**src/hw/csb_pkg.sv**
```systemverilog
package csb_pkg;
	// ---------------------------------------------------------------
	// operation codes and widths
	// ---------------------------------------------------------------
	localparam int PC_W    = 16;
	localparam int OFS_W   = 7;
	localparam int FLAG_C  = 0;
	localparam int FLAG_Z  = 1;
	localparam int FLAG_N  = 2;
	localparam int FLAG_V  = 3;
	localparam int FLAG_S  = 4;
	localparam int FLAG_H  = 5;
	localparam logic [PC_W-1:0] PC_RESET   = 16'h0000;
	localparam logic [PC_W-1:0] STEP_ONE   = 16'h0001;
	localparam logic [PC_W-1:0] SKIP_SHORT = 16'h0002;
	localparam logic [PC_W-1:0] SKIP_LONG  = 16'h0003;
	localparam logic [1:0]      CYC_ONE    = 2'h1;
	localparam logic [1:0]      CYC_TWO    = 2'h2;
	localparam logic [1:0]      CYC_THREE  = 2'h3;

	typedef enum logic [3:0] {
		OP_NONE,
		OP_COMPARE_WITH_IMMEDIATE,
		OP_SKIP_REG_BIT_CLEAR,
		OP_SKIP_REG_BIT_SET,
		OP_SKIP_IO_BIT_CLEAR,
		OP_SKIP_IO_BIT_SET,
		OP_BRANCH_FLAG_SET,
		OP_BRANCH_FLAG_CLEAR,
		OP_BRANCH_NO_CARRY,
		OP_BRANCH_UNSIGNED_GE,
		OP_BRANCH_SIGNED_GE
	} op_t;

	typedef struct packed {
		op_t              op;
		logic [7:0]       reg_val;
		logic [7:0]       imm;
		logic [7:0]       io_val;
		logic [2:0]       bit_sel;
		logic [OFS_W-1:0] offset;
		logic             next_is_long;
	} instr_t;

	typedef struct packed {
		logic [PC_W-1:0] pc;
		logic [7:0]      flags;
		logic [1:0]      cycles;
	} result_t;
endpackage : csb_pkg

```
**src/hw/compare_flags.sv**
```systemverilog
module compare_flags
	import csb_pkg::*;
(
	input  wire logic [7:0] i_a,
	input  wire logic [7:0] i_b,
	input  wire logic [7:0] i_flags,
	output logic      [7:0] o_flags
);
	logic [8:0] diff;
	logic       n_bit;
	logic       v_bit;
	logic       h_bit;
	assign diff  = {1'b0, i_a} - {1'b0, i_b};
	assign n_bit = diff[7];
	assign v_bit = (i_a[7] & ~i_b[7] & ~diff[7]) | (~i_a[7] & i_b[7] & diff[7]);
	assign h_bit = (~i_a[3] & i_b[3]) | (i_b[3] & diff[3]) | (diff[3] & ~i_a[3]);

	always_comb begin
		o_flags         = i_flags;
		o_flags[FLAG_C] = diff[8];
		o_flags[FLAG_Z] = (diff[7:0] == 8'h00);
		o_flags[FLAG_N] = n_bit;
		o_flags[FLAG_V] = v_bit;
		o_flags[FLAG_S] = n_bit ^ v_bit;
		o_flags[FLAG_H] = h_bit;
	end
endmodule : compare_flags

```
**src/hw/compare_skip_branch_unit.sv**
```systemverilog
// How it works
// RULE1 - compare immediate: subtract, discard result, update Z N V C H, one cycle
// RULE2 - register bit clear skips two or three words; flags kept; one to three cycles
// RULE3 - register bit set skips two or three words; flags unchanged
// RULE4 - I/O bit clear skips two or three words, one to three cycles
// RULE5 - I/O bit set skips; otherwise next instruction; flags unchanged
// RULE6 - flag set branch: pc plus offset plus one; one or two cycles
// RULE7 - flag clear branch to pc plus offset plus one; flags untouched
// RULE8 - no-carry branch only when carry zero; two cycles taken, one not
// RULE9 - unsigned greater-or-equal branch taken when carry is zero
// RULE10 - signed greater-or-equal branch taken when N xor V is zero
// RULE11 - skip of one-word instruction adds two, two-word adds three, cycle per word
module compare_skip_branch_unit
(
	input  wire logic                 i_core_clk,
	input  wire logic                 i_reset_n,
	input  wire logic                 i_valid,
	input  wire csb_pkg::instr_t      i_instr,
	input  wire logic [csb_pkg::PC_W-1:0] i_pc,
	input  wire logic [7:0]           i_flags,
	output logic                      o_ready,
	output logic                      o_done,
	output csb_pkg::result_t          o_result
);
	import csb_pkg::*;

	typedef enum {ST_IDLE, ST_BUSY} state_t;

	// ---------------------------------------------------------------
	// decode
	// ---------------------------------------------------------------
	logic [7:0]      cmp_flags;
	logic            reg_bit;
	logic            io_bit;
	logic            flag_bit;
	logic            skip_hit;
	logic            branch_hit;
	logic [PC_W-1:0] skip_len;
	logic [PC_W-1:0] ofs_ext;
	logic [PC_W-1:0] pc_skip;
	logic [PC_W-1:0] pc_branch;
	logic [PC_W-1:0] pc_plain;
	logic            is_cmp;
	logic            accept;

	compare_flags u_cmp (
		.i_a     (i_instr.reg_val),
		.i_b     (i_instr.imm),
		.i_flags (i_flags),
		.o_flags (cmp_flags)
	);

	assign reg_bit  = i_instr.reg_val[i_instr.bit_sel];
	assign io_bit   = i_instr.io_val[i_instr.bit_sel];
	assign flag_bit = i_flags[i_instr.bit_sel];
	assign is_cmp   = (i_instr.op == OP_COMPARE_WITH_IMMEDIATE); // RULE1

	assign skip_hit =
		((i_instr.op == OP_SKIP_REG_BIT_CLEAR) & ~reg_bit) | // RULE2
		((i_instr.op == OP_SKIP_REG_BIT_SET)   &  reg_bit) | // RULE3
		((i_instr.op == OP_SKIP_IO_BIT_CLEAR)  & ~io_bit)  | // RULE4
		((i_instr.op == OP_SKIP_IO_BIT_SET)    &  io_bit);   // RULE5

	assign branch_hit =
		((i_instr.op == OP_BRANCH_FLAG_SET)    &  flag_bit) |       // RULE6
		((i_instr.op == OP_BRANCH_FLAG_CLEAR)  & ~flag_bit) |       // RULE7
		((i_instr.op == OP_BRANCH_NO_CARRY)    & ~i_flags[FLAG_C]) | // RULE8
		((i_instr.op == OP_BRANCH_UNSIGNED_GE) & ~i_flags[FLAG_C]) | // RULE9
		((i_instr.op == OP_BRANCH_SIGNED_GE)   &
			~(i_flags[FLAG_N] ^ i_flags[FLAG_V]));                    // RULE10

	// skipped length follows the word count of the instruction after it
	assign skip_len  = i_instr.next_is_long ? SKIP_LONG : SKIP_SHORT; // RULE11
	assign ofs_ext   = {{(PC_W-OFS_W){i_instr.offset[OFS_W-1]}}, i_instr.offset};
	assign pc_skip   = i_pc + skip_len;                       // RULE2 RULE3 RULE4 RULE5
	assign pc_branch = i_pc + ofs_ext + STEP_ONE;             // RULE6 RULE7 RULE10
	assign pc_plain  = i_pc + STEP_ONE;

	// ---------------------------------------------------------------
	// result selection
	// ---------------------------------------------------------------
	result_t res_nxt;
	always_comb begin
		res_nxt.flags  = is_cmp ? cmp_flags : i_flags; // RULE1
		res_nxt.pc     = pc_plain;
		res_nxt.cycles = CYC_ONE;
		if (skip_hit) begin
			res_nxt.pc     = pc_skip;
			res_nxt.cycles = i_instr.next_is_long ? CYC_THREE : CYC_TWO; // RULE11
		end else if (branch_hit) begin
			res_nxt.pc     = pc_branch;
			res_nxt.cycles = CYC_TWO; // RULE8
		end
	end

	// ---------------------------------------------------------------
	// cycle sequencer
	// ---------------------------------------------------------------
	// done fires at the end of the last cycle, so a taken branch costs a stall
	state_t     state_r;
	state_t     state_nxt;
	result_t    result_r;
	logic [1:0] left_r;
	logic [1:0] left_nxt;
	logic       done_r;
	logic       done_nxt;

	assign o_ready = (state_r == ST_IDLE);
	assign accept  = o_ready & i_valid & (i_instr.op != OP_NONE);

	always_comb begin
		state_nxt = state_r;
		left_nxt  = left_r;
		done_nxt  = 1'b0;
		case (state_r)
			ST_IDLE: begin
				if (accept) begin
					if (res_nxt.cycles == CYC_ONE) begin
						done_nxt = 1'b1;
					end else begin
						state_nxt = ST_BUSY;
						left_nxt  = res_nxt.cycles - CYC_ONE;
					end
				end
			end
			ST_BUSY: begin
				left_nxt = left_r - CYC_ONE;
				if (left_r == CYC_ONE) begin
					state_nxt = ST_IDLE;
					done_nxt  = 1'b1;
				end
			end
			default: state_nxt = ST_IDLE;
		endcase
	end

	always_ff @(posedge i_core_clk or negedge i_reset_n) begin
		if (!i_reset_n) begin
			state_r  <= ST_IDLE;
			left_r   <= 2'h0;
			done_r   <= 1'b0;
			result_r <= '0;
		end else begin
			state_r <= state_nxt;
			left_r  <= left_nxt;
			done_r  <= done_nxt;
			if (accept) begin
				result_r <= res_nxt;
			end
		end
	end

	assign o_done   = done_r;
	assign o_result = result_r;
endmodule : compare_skip_branch_unit

```
**config.mk**
```make
export PLATFORM = sky130hd
export DESIGN_NAME = compare_skip_branch_unit
export DESIGN_NICKNAME = d
export VERILOG_FILES = /design/src/hw/csb_pkg.sv /design/src/hw/compare_flags.sv /design/src/hw/compare_skip_branch_unit.sv
export SDC_FILE = /design/constraint.sdc
export NUM_CORES = 1
export LEC_CHECK = 0
export BUFFER_PORTS_ARGS = -buffer_cell sky130_fd_sc_hd__buf_2
export CAP_MARGIN = 10
export CELL_PAD_IN_SITES_DETAIL_PLACEMENT = 0
export CELL_PAD_IN_SITES_GLOBAL_PLACEMENT = 2
export CORE_ASPECT_RATIO = 1.25
export CORE_MARGIN = 10
export CORE_UTILIZATION = 30
export DETAILED_ROUTE_END_ITERATION = 12
export PLACE_DENSITY = 0.87
export SLEW_MARGIN = 20
export SYNTH_ARGS = -nofsm -noshare
export SYNTH_HDL_FRONTEND = slang
export SYNTH_SLANG_ARGS = --single-unit
```
**constraint.sdc**
```tcl
create_clock -name i_core_clk -period 1.65 [get_ports i_core_clk]
set_input_delay 0.33 -clock i_core_clk [delete_from_list [all_inputs] [get_ports i_core_clk]]
set_output_delay 0.33 -clock i_core_clk [all_outputs]
set_load 0.01 [all_outputs]
```
==> results of run 1 <==
## flip-flops by register name (all words and copies together) (netlist names)
register,cells
o_done,1
state_r,1
o_result,26
left_r,2
## synth_stat cells, types with 3 or more instances
cell        n
o21a_1      6
a21o_1      4
o2111ai_1   3
nand3_1    19
or3_1       6
xnor2_1    19
o31ai_1     6
xor2_1     11
ha_1       28
mux2i_1     9
o21ai_0    32
nand2_1    45
fa_1        4
mux4_2      5
and3_1      4
nor2b_1     6
a31oi_1     3
nand2b_1    7
o211ai_1    3
inv_1      29
nor3b_1     3
a21oi_1    31
a211oi_1    4
nor2_1     40
nand4_1     4
clkbuf_1   12
dfrtp_1    30
a22o_1      5
nor3_1     10
a211o_1     4
## layer usage
layer | vias up | track usage [%]
li1 | 2027 | -
met1 | 1934 | 16.8
met2 | 101 | 29.2
met3 | 20 | 2.86
met4 | 0 | 5.42
met5 | - | 0
## cells by family (layout without fill, tap and decap cells)
| kind of cell | count (synthesis) | in the layout | share of synthesized area, % |
|---|---|---|---|
| fa+ha+maj | 32 | 32 | 12.8 |
| mux | 17 | 17 | 7.45 |
| simple gates | 152 | 153 | 21.1 |
| compound gates | 118 | 118 | 22.8 |
| xor+xnor | 30 | 30 | 7.78 |
| buf+inv | 47 | 290 | 5.82 |
| flops | 30 | 30 | 22.2 |
## worst min-delay path by stage
| stage | slack (ps) | cells past startpoint | to | from |
|---|---|---|---|---|
| finish | 340 | 4 | o_result[8] | i_flags[6] |
| floorplan | 30 | 0 | left_r[0] | i_reset_n |
| global placement | 290 | 1 | state_r[0] | i_reset_n |
| global route | 360 | 4 | o_result[9] | i_flags[7] |
| CTS | 340 | 4 | o_result[8] | i_flags[6] |
| detailed placement | 290 | 1 | state_r[0] | i_reset_n |
## cell usage in the layout (no fill, tap or decap), types with 6 or more instances in the layout
cell | synthesis | layout
dfrtp_1 | 30 | 30
nand3_1 | 19 | 17
nor3_1 | 10 | 10
or3_1 | 6 | 6
nand2_1 | 45 | 42
buf_6 | 2 | 21
o21ai_1 | 1 | 15
xnor2_1 | 19 | 18
buf_12 | 0 | 8
buf_4 | 1 | 136
inv_1 | 29 | 23
o21a_1 | 6 | 6
buf_8 | 0 | 7
xor2_1 | 11 | 10
o21ai_2 | 0 | 9
mux4_2 | 5 | 6
buf_2 | 1 | 81
nor2_1 | 40 | 32
a21oi_1 | 31 | 13
o21ai_0 | 32 | 8
ha_4 | 0 | 7
a21oi_2 | 0 | 17
ha_1 | 28 | 21
## tightest hold or removal path, delay by kind of cell
kind | cells | cell delay, ps
buffers and inverters | 2 | 170
AND/OR/NAND/NOR | 2 | 90
## metrics by stage
step	worst slack, ps	std cells	utilization, %	hold slack (ps)
after floorplan	-812	426	-	34.4
after global placement	-1040	769	45.9	292
after detailed placement	-1130	769	45.9	295
after CTS	-752	795	52.9	336
after global routing	-919	805	55.5	359
final	-826	805	55.5	338
## where the power goes
group          switching, uW  internal, uW
clock network            321           743
registers                221          1090
logic                   1360          1370
## area by class of cell
class,count,area (um2),share of cell area (%)
Clock buffer,6,139,2.26
Clock inverter,1,30.0,0.489
Inverter,29,136,2.22
Multi-Input combinational cell,350,2980,48.5
Sequential cell,30,751,12.2
Tap cell,135,169,2.75
Timing Repair Buffer,254,1940,31.5
## what timing repair did
action / CTS / global route
gates cloned: 2 / 0
resized for setup: 104 / 47
hold buffers: 1 / 0
endpoints found under the setup margin: 28 / 28
buffers inserted: 20 / 12
endpoints found under the hold margin: 5 / 0
pin swaps: 63 / 62
==> results by group, run 1 <==
Clock tree
  – Clock Latency Late Sink: ~280 ps
  – Clock root buffer: clkbuf_16
  – Inserted Clock Buffers: 5
  – CTS tree: yes
  – Maximum buffer depth of the clock tree: 2
  – Clock Sinks: 30
  – Depth of the CTS H-tree: 2
  – Clock Pin Slew Worst Setup and Hold Paths: about 50 ps

Setup path
  – Critical Path RT: roughly 1900 ps
  – R2R Path End: o_result[3]
  – CP Class: in -> reg
  – Worst-path fanout max: 3
  – Setup crit end kind: register
  – Critical Path Stages: 15
  – Slowest CP cell: fa_2
  – Critical path's most frequent cell: a21oi_2
  – Max stage delay on crit path: roughly 570 ps
  – Cell family with most CP delay: adder cells
  – Crit path to: o_result[3]
  – Worst reg2reg startpoint: state_r[0]
  – Worst-case reg-to-reg path depth: 6
  – Worst setup path start: i_instr[20]
  – Startpoint Class: input port
  – Critical Path AT: 2680 ps
  – Setup slack, reg-to-reg: around 130 ps
  – Crit-path cells: buf_8 > inv_8 > ha_4 > nor2b_4 > o21ai_2 > nand2b_1 > a21oi_2 > o21bai_1 > a21o_1 > a21oi_2 > fa_2 > nand4b_1 > nor4_2 > o2111ai_1 > nand3_1
  – Worst path buffer plus inverter count: 2

Place
  – RePlAce Congestion: just under 0.9
  – Dpl hpwl: between 10,000 and 15,000 um
  – Post-place instance area: between 5000 and 6000 um2
  – I/O Buffers: slightly above 90

Synthesis
  – Post-synth top area share: around 22%
  – Sequential fraction of the synthesis area: approximately 22%
  – Syn avg cell area: ~8 um2
  – Synth top area cells: dfrtp_1 (22%), ha_1 (10%), nand2_1 (5.0%)
  – Synth unique cells: 56
  – Post-synth EDFFs: 0
  – Synthesized netlist cell count: 426
  – Cell taking the most area after synthesis: dfrtp_1
  – Synth Flop Type: dfrtp_1
  – Ys async rst share: between 90% and 100%
  – Mapped Area: 3380 um2
  – Syn. warnings: 0
  – Seq cells post-synth: 30
  – Post-synthesis net count: ~520

Min path
  – Worst hold path class: in -> reg

Timing
  – Worst Tran Pin Value: about 460 ps
  – RSZ-0062 raised after global routing: true
  – Post-layout minimum cycle time: approximately 2500 ps
  – Final worst-path cycle share: 150%
  – Fin worst setup slack: -826 ps
  – Setup_tns: -12,700 ps
  – Worst slew margin: between 60% and 70%
  – Slew Viols, Final: 0
  – # setup viols final: 28
  – Layout Skew: about 6.1 ps
  – Final hold vios: 0
  – Fmax: 404 MHz

Global routing
  – Total track usage: around 16%
  – Antenna violations before repair: 0
  – Number of global-route vias before repair: 4,359
  – First-pass GRT wire length: about 21,000 um
  – Grt ovf: 0
  – Largest net degree at the start of global routing: 20

Run
  – Max Cap Viol: 0

Power and ir drop
  – Power, Total: a little over 5000 uW
  – Worst IR drop on VDD: about 420 uV
  – Static Leak: approximately 0.0029 uW
  – PD cells: between 800 and 900 nW/um2

Floorplanning
  – Cell Rows: 43
  – Die ar.: 15,900 um2
  – Top Ports: 94
  – Core area: between 10,000 and 15,000 um2
  – Die X: 115 um
  – Initial Util: a little under a third
  – Chip Height: approximately 140 um

Routing
  – Via-per-instance ratio: roughly 5.1
  – Met3 wire length: approximately 680 um
  – Drt pass-1 iters: 4
  – Number of remaining DRC errors: 0
  – WL/cell: roughly 16 um
  – DR WL met2: 6950 um
  – DR vias: 4,082
  – 1st-iter DRT viols: between 100 and 150
  – Max layer used: met4
  – Met1 WL: roughly 5100 um
  – Overall routed net length: around 13,000 um
  – Post-route ant nets: 0

Run status
  – Status: finished with violations
  – Failing checks: setup timing

Layout
  – Layout area overhead: 82.1%
  – Filler cells: approximately 1,000
  – Nets@finish: around 770
  – Diodes inserted: 0
  – Final Cell Area: between 6000 and 7000 um2
  – Share of final-layout standard cells stronger than drive strength 1: ~54%
Power figures use the tool's default switching activity.
==> inputs of run 2 (changes only) <==
--- a/config.mk
+++ b/config.mk
@@ -11,9 +11,9 @@
 export CELL_PAD_IN_SITES_GLOBAL_PLACEMENT = 2
 export CORE_ASPECT_RATIO = 1.25
 export CORE_MARGIN = 10
-export CORE_UTILIZATION = 30
+export CORE_UTILIZATION = 33
 export DETAILED_ROUTE_END_ITERATION = 12
-export PLACE_DENSITY = 0.87
+export PLACE_DENSITY = 0.94
 export SLEW_MARGIN = 20
 export SYNTH_ARGS = -nofsm -noshare
 export SYNTH_HDL_FRONTEND = slang
==> constraint.sdc (replaced) <==
create_clock -name i_core_clk -period 2.9 [get_ports i_core_clk]
set_input_delay 0.58 -clock i_core_clk [delete_from_list [all_inputs] [get_ports i_core_clk]]
set_output_delay 0.58 -clock i_core_clk [all_outputs]
set_load 0.01 [all_outputs]
==> run 2 against run 1 <==
- the run now ends clean
- count of clock-buffer cells in the layout unchanged
- die area decreased by 7.7%
- largest cell class unchanged
- first-iteration DRC count up 22%
- critical path depth unchanged
- final area shrank 28%
- setup slack improved by 1000 ps
- power fell by 52%
- critical path type unchanged
- highest routed layer unchanged
- register-to-register slack gained 1200 ps
==> results by group, run 2 (synthesis gave the netlist of run 1 again) <==
Run status
  – Status: complete, no violations

Run
  – Max Cap Viol: 0 (unchanged)

Clock tree
  – Clock Latency Late Sink: 270 ps (about the same)
  – CTS tree: yes
  – Depth of the CTS H-tree: 2 (unchanged)
  – Maximum buffer depth of the clock tree: 2 (unchanged)
  – Clock Sinks: 30 (unchanged)
  – Inserted Clock Buffers: 5 (unchanged)
  – Hold-fix buffers, CTS: 0 (-1)
  – Clock Pin Slew Worst Setup and Hold Paths: 50 ps (about the same)
  – Clock root buffer: clkbuf_16

Global routing
  – First-pass GRT wire length: 17,600 um (-15%)
  – Antenna violations before repair: 0 (unchanged)
  – Largest net degree at the start of global routing: 37 (+85%)
  – Number of global-route vias before repair: 3,559 (-18%)
  – Grt ovf: 0 (unchanged)
  – Total track usage: 14.2% (-1.5 points)

Routing
  – Number of remaining DRC errors: 0 (unchanged)
  – Overall routed net length: 10,800 um (-17%)
  – Via-per-instance ratio: 5.21 (+2.7%)
  – DR vias: 3,514 (-14%)
  – Drt pass-1 iters: 4 (unchanged)
  – 1st-iter DRT viols: 162 (+22%)
  – WL/cell: 16.0 um (-1.3%)
  – Post-route ant nets: 0 (unchanged)

Timing
  – Slew Viols, Final: 0 (unchanged)
  – Fmax: roughly 370 MHz
  – RSZ-0062 raised after global routing: false
  – Worst Tran Pin Value: 713 ps (+250 ps)
  – Setup_tns: 0 ps (+12,700 ps)
  – Final worst-path cycle share: between 90 and 100%
  – Final hold vios: 0 (unchanged)
  – Worst hold slack: 358 ps (+19.8 ps)
  – Layout Skew: 3.60 ps (-2.55 ps)
  – # setup viols final: 0 (-100%)
  – Post-layout minimum cycle time: 2710 ps
  – Worst slew margin: 52.4% (-16 points)

Setup path
  – Critical Path RT: 3040 ps (+1180 ps)
  – Crit-path cells: buf_2 > inv_1 > ha_1 > nor2b_1 > o21ai_0 > nand2b_1 > a21oi_2 > o21bai_1 > a21o_1 > a21oi_2 > fa_1 > mux2i_1 > nor2_1 > a21oi_1 > o21ai_0
  – Setup crit end kind: register
  – Worst-path fanout max: 3 (unchanged)
  – Startpoint Class: input port
  – Critical Path AT: 2850 ps (+170 ps)
  – Slowest CP cell: fa_1
  – CP Class: in -> reg
  – Setup slack, reg-to-reg: 1360 ps (+1230 ps)
  – Max stage delay on crit path: 480 ps (-90 ps)

Power and ir drop
  – Static Leak: 0.00214 uW (-27%)
  – PD cells: 558 nW/um2 (-33%)
  – Worst IR drop on VDD: 206 uV (-52%)

Layout
  – Nets@finish: 643 (-16%)
  – Layout area overhead: 30.4%
  – Most frequent cells in the layout: buf_2 (93), nand2_1 (45), nor2_1 (40)
  – Number of flip-flops in the largest register: 26 (unchanged)
  – Share of final-layout standard cells stronger than drive strength 1: 28.4% (-26 points)
  – Commonest non-fill, non-tap cell in the layout: buf_2
  – Final Cell Area: 4400 um2 (-28%)

Place
  – RePlAce Congestion: 0.865 (-3.3%)
  – I/O Buffers: 93 (unchanged)
  – Post-place instance area: 4210 um2 (-17%)
  – Dpl hpwl: 8990 um (-11%)

Floorplanning
  – Initial Util: 33.6% (+3.1 points)
  – Die X: 110 um (-3.8%)
  – Core area: 10,100 um2 (-9.3%)
  – Cell Rows: 41 (-4.7%)
  – Chip Height: 133 um (-4.0%)
  – Top Ports: 94 (unchanged)
  – Die ar.: 14,700 um2 (-7.7%)

Min path
  – Worst hold path class: in -> async
==> run 2: cell type report <==
type                            instances  area, um2
Fill cell                            1070       5650
Multi-Input combinational cell        349       2450
Timing Repair Buffer                  130        756
Sequential cell                        30        751
Tap cell                              129        161
Clock buffer                            6        139
Inverter                               29        109
Clock inverter                          1       30.0
Antenna cell                            1       2.50
==> run 2: metal layers <==
| layer | track usage, % | part of all wire, % | vias to the layer above |
|---|---|---|---|
| li1 | - | - | 1769 |
| met1 | 17.0 | 44 | 1627 |
| met2 | 24.6 | 49 | 102 |
| met3 | 2.26 | 4.2 | 16 |
| met4 | 5.43 | 2.1 | 0 |
| met5 | 0 | 0 | - |
==> run 2: report_power, final <==
group / switching, uW / total [uW] / internal [uW]
Sequential: 121 / 740 / 619
Combinational: 615 / 1110 / 494
Clock: 184 / 607 / 423
==> run 2: through the flow <==
stage	worst slack [ps]	utilization, %	cells	power (uW)
3_3_place_gp	-195	41.8	667	1850
4_1_cts	75.6	43.5	674	2490
5_1_grt	5.76	43.8	674	2650
2_1_floorplan	117	-	426	1360
6_report	187	43.8	675	2460
3_5_place_dp	-213	41.8	667	1870
==> run 2: path summary, 6_finish.rpt <==
| kind | from | cells after the start | endpoint |
|---|---|---|---|
| max | i_instr[20] | 15 | o_result[5] |
| min | i_reset_n | 1 | o_result[20] |
| max reg2reg | state_r[0] | 6 | o_result[3] |
| min reg2reg | o_result[11] | 2 | o_result[11] |
| max in group asynchronous | i_reset_n | 1 | o_result[4] |
| min in group i_core_clk | o_result[11] | 2 | o_result[11] |
==> run 2: timing repair <==
| item | CTS | global route |
|---|---|---|
| hold endpoints to repair | 0 | 0 |
| setup endpoints to repair | 0 | 3 |
| gates resized for setup | 0 | 6 |
| setup buffers | 0 | 0 |
==> run 2: critical path, delay by kind of cell <==
family / cells / cell delay, ps
buffers and inverters: 2 / 130
AOI/OAI and AO/OA: 7 / 940
adders and majority gates: 2 / 750
muxes: 1 / 170
and+or+nand+nor: 3 / 270
==> inputs of run 3 (changes only) <==
--- a/config.mk
+++ b/config.mk
@@ -5,7 +5,7 @@
 export SDC_FILE = /design/constraint.sdc
 export NUM_CORES = 1
 export LEC_CHECK = 0
-export BUFFER_PORTS_ARGS = -buffer_cell sky130_fd_sc_hd__buf_2
+export BUFFER_PORTS_ARGS = -buffer_cell sky130_fd_sc_hd__clkbuf_2
 export CAP_MARGIN = 10
 export CELL_PAD_IN_SITES_DETAIL_PLACEMENT = 0
 export CELL_PAD_IN_SITES_GLOBAL_PLACEMENT = 2
==> run 3 against run 2 <==
- count of clock-buffer cells in the layout did not move
- highest routed layer unchanged
- global-route usage rose by 0.23 points
- critical endpoint unchanged
- fmax barely moved
- power fell by 2.3%
- sequential power rose by 2%
- clock power fell by 11%
==> results by group, run 3 (synthesis gave the netlist of run 1 again) <==
Run status
  – Status: complete, no violations

Global routing
  – Largest net degree at the start of global routing: 31 (-16%)
  – Total track usage: 14.4% (+0.23 points)
  – First-pass GRT wire length: 17,600 um (+0.43%)
  – Number of global-route vias before repair: 3,511 (-1.3%)
  – Antenna violations before repair: 0 (unchanged)
  – Grt ovf: 0 (unchanged)

Power and ir drop
  – Static Leak: 0.00214 uW (about the same)
  – Worst IR drop on VDD: 205 uV (-0.46%)
  – PD cells: 547 nW/um2 (-2.0%)
  – Power, Total: 2400 uW (-2.3%)

Routing
  – DR vias: 3,474 (-1.1%)
  – 1st-iter DRT viols: 123 (-24%)
  – WL/cell: 16.0 um (about the same)
  – Met3 wire length: 521 um (+15%)
  – DR WL met2: 5320 um (-0.49%)
  – Via-per-instance ratio: 5.15 (-0.99%)
  – Max layer used: met4
  – Overall routed net length: 10,800 um (about the same)
  – Met1 WL: 4760 um (-0.19%)
  – Drt pass-1 iters: 5 (+1)
  – Number of remaining DRC errors: 0 (unchanged)
  – Post-route ant nets: 0 (unchanged)

Setup path
  – Worst-path fanout max: 3 (unchanged)
  – Max stage delay on crit path: 480 ps (about the same)
  – Worst reg2reg startpoint: state_r[0]
  – Critical Path AT: 2870 ps (+20 ps)
  – Setup crit end kind: register
  – Crit-path cells: clkbuf_2 > inv_1 > ha_1 > nor2b_1 > o21ai_1 > nand2b_1 > a21oi_2 > o21bai_1 > a21o_1 > a21oi_2 > fa_1 > mux2i_1 > nor2_1 > a21oi_1 > o21ai_0
  – Critical Path RT: 3060 ps (+20 ps)
  – Worst path buffer plus inverter count: 2 (unchanged)
  – CP Class: in -> reg
  – Setup slack, reg-to-reg: 1360 ps (about the same)
  – Crit path to: o_result[5]
  – Worst-case reg-to-reg path depth: 6 (unchanged)
  – Startpoint Class: input port
  – Worst setup path start: i_instr[20]
  – R2R Path End: o_result[3]
  – Critical Path Stages: 15 (unchanged)
  – Critical path's most frequent cell: a21oi_2
  – Slowest CP cell: fa_1
  – Cell family with most CP delay: compound AO/OA/AOI/OAI gates

Layout
  – Commonest non-fill, non-tap cell in the layout: clkbuf_2
  – Nets@finish: 642 (-0.16%)
  – Final Cell Area: 4380 um2 (-0.40%)
  – Core Util, Final: 43.6% (-0.17 points)
  – Diodes inserted: 0 (-1)
  – Number of flip-flops in the largest register: 26 (unchanged)
  – Filler cells: 1,061 (-0.84%)
  – Share of final-layout standard cells stronger than drive strength 1: 28.8% (+0.37 points)
  – Most frequent cells in the layout: clkbuf_2 (93), nand2_1 (45), nor2_1 (40)
  – Layout area overhead: 29.9%

Clock tree
  – Clock Latency Late Sink: 280 ps (about the same)
  – Clock root buffer: clkbuf_16
  – Clock Sinks: 30 (unchanged)
  – Hold-fix buffers, CTS: 0 (unchanged)
  – Clock Pin Slew Worst Setup and Hold Paths: 60 ps (about the same)
  – Depth of the CTS H-tree: 2 (unchanged)
  – CTS tree: yes
  – Inserted Clock Buffers: 5 (unchanged)
  – Maximum buffer depth of the clock tree: 2 (unchanged)

Timing
  – Worst Tran Pin Value: 796 ps (+82.3 ps)
  – RSZ-0062 raised after global routing: false
  – Post-layout minimum cycle time: 2710 ps (-0.414 ps)
  – Final worst-path cycle share: 93.5% (about the same)
  – Worst hold slack: 371 ps (+13.1 ps)
  – Final hold vios: 0 (unchanged)
  – Slew Viols, Final: 0 (unchanged)
  – Worst slew margin: 47.0% (-5.5 points)
  – # setup viols final: 0 (unchanged)
  – Fmax: 369 MHz (about the same)
  – Layout Skew: 4.14 ps (+0.539 ps)

Floorplanning
  – Top Ports: 94 (unchanged)
  – Core area: 10,100 um2 (unchanged)
  – Die ar.: 14,700 um2 (unchanged)
  – Chip Height: 133 um (unchanged)
  – Cell Rows: 41 (unchanged)
  – Initial Util: 33.6% (unchanged)
  – Die X: 110 um (unchanged)

Min path
  – Worst hold path class: in -> async

Run
  – Max Cap Viol: 0 (unchanged)

Place
  – RePlAce Congestion: 0.857 (-0.96%)
  – Dpl hpwl: 8970 um (-0.27%)
  – I/O Buffers: 93 (unchanged)
  – Post-place instance area: 4200 um2 (-0.18%)
run 3: worst min-delay path by stage:
stage | start | end | cells past startpoint
2_1_floorplan | i_reset_n | left_r[0] | 0
3_3_place_gp | o_result[20] | o_result[20] | 2
3_5_place_dp | o_result[8] | o_result[8] | 2
4_1_cts | i_reset_n | o_result[23] | 1
5_1_grt | i_reset_n | o_result[23] | 1
6_report | i_reset_n | o_result[23] | 1
run 3: timing repair:
action | 4_1_cts | 5_1_grt
endpoints found under the setup margin | 0 | 4
resized for setup | 0 | 8
setup buffers | 0 | 0
hold endpoints to repair | 0 | 0
run 3: final cells by class:
cell class / count / area [um2] / share of cell area, %
Multi-Input combinational cell: 349 / 2460 / 56.2
Sequential cell: 30 / 751 / 17.1
Timing Repair Buffer: 129 / 748 / 17.1
Tap cell: 129 / 161 / 3.68
Clock buffer: 6 / 139 / 3.17
Inverter: 29 / 109 / 2.48
Clock inverter: 2 / 12.5 / 0.285
run 3: routing by layer:
layer	vias to the layer above	GRT usage [%]
li1	1768	-
met1	1596	17.2
met2	95	25.2
met3	15	2.26
met4	0	5.29
met5	-	0
run 3: report_power, final:
part / leakage, uW / internal [uW] / switching [uW]
clock network: 0.0000729 / 339 / 200
registers: 0.000368 / 619 / 133
logic: 0.00170 / 490 / 617
total: 0.00214 / 1450 / 950
run 3: through the flow:
| stage | setup WS (ps) | TNS [ps] | cells |
|---|---|---|---|
| after global routing | 16.8 | 0 | 674 |
| after detailed placement | -221 | -531 | 666 |
| final | 188 | 0 | 674 |
| after floorplan | 117 | 0 | 426 |
| after CTS | 59.6 | 0 | 674 |
| after global placement | -170 | -374 | 666 |
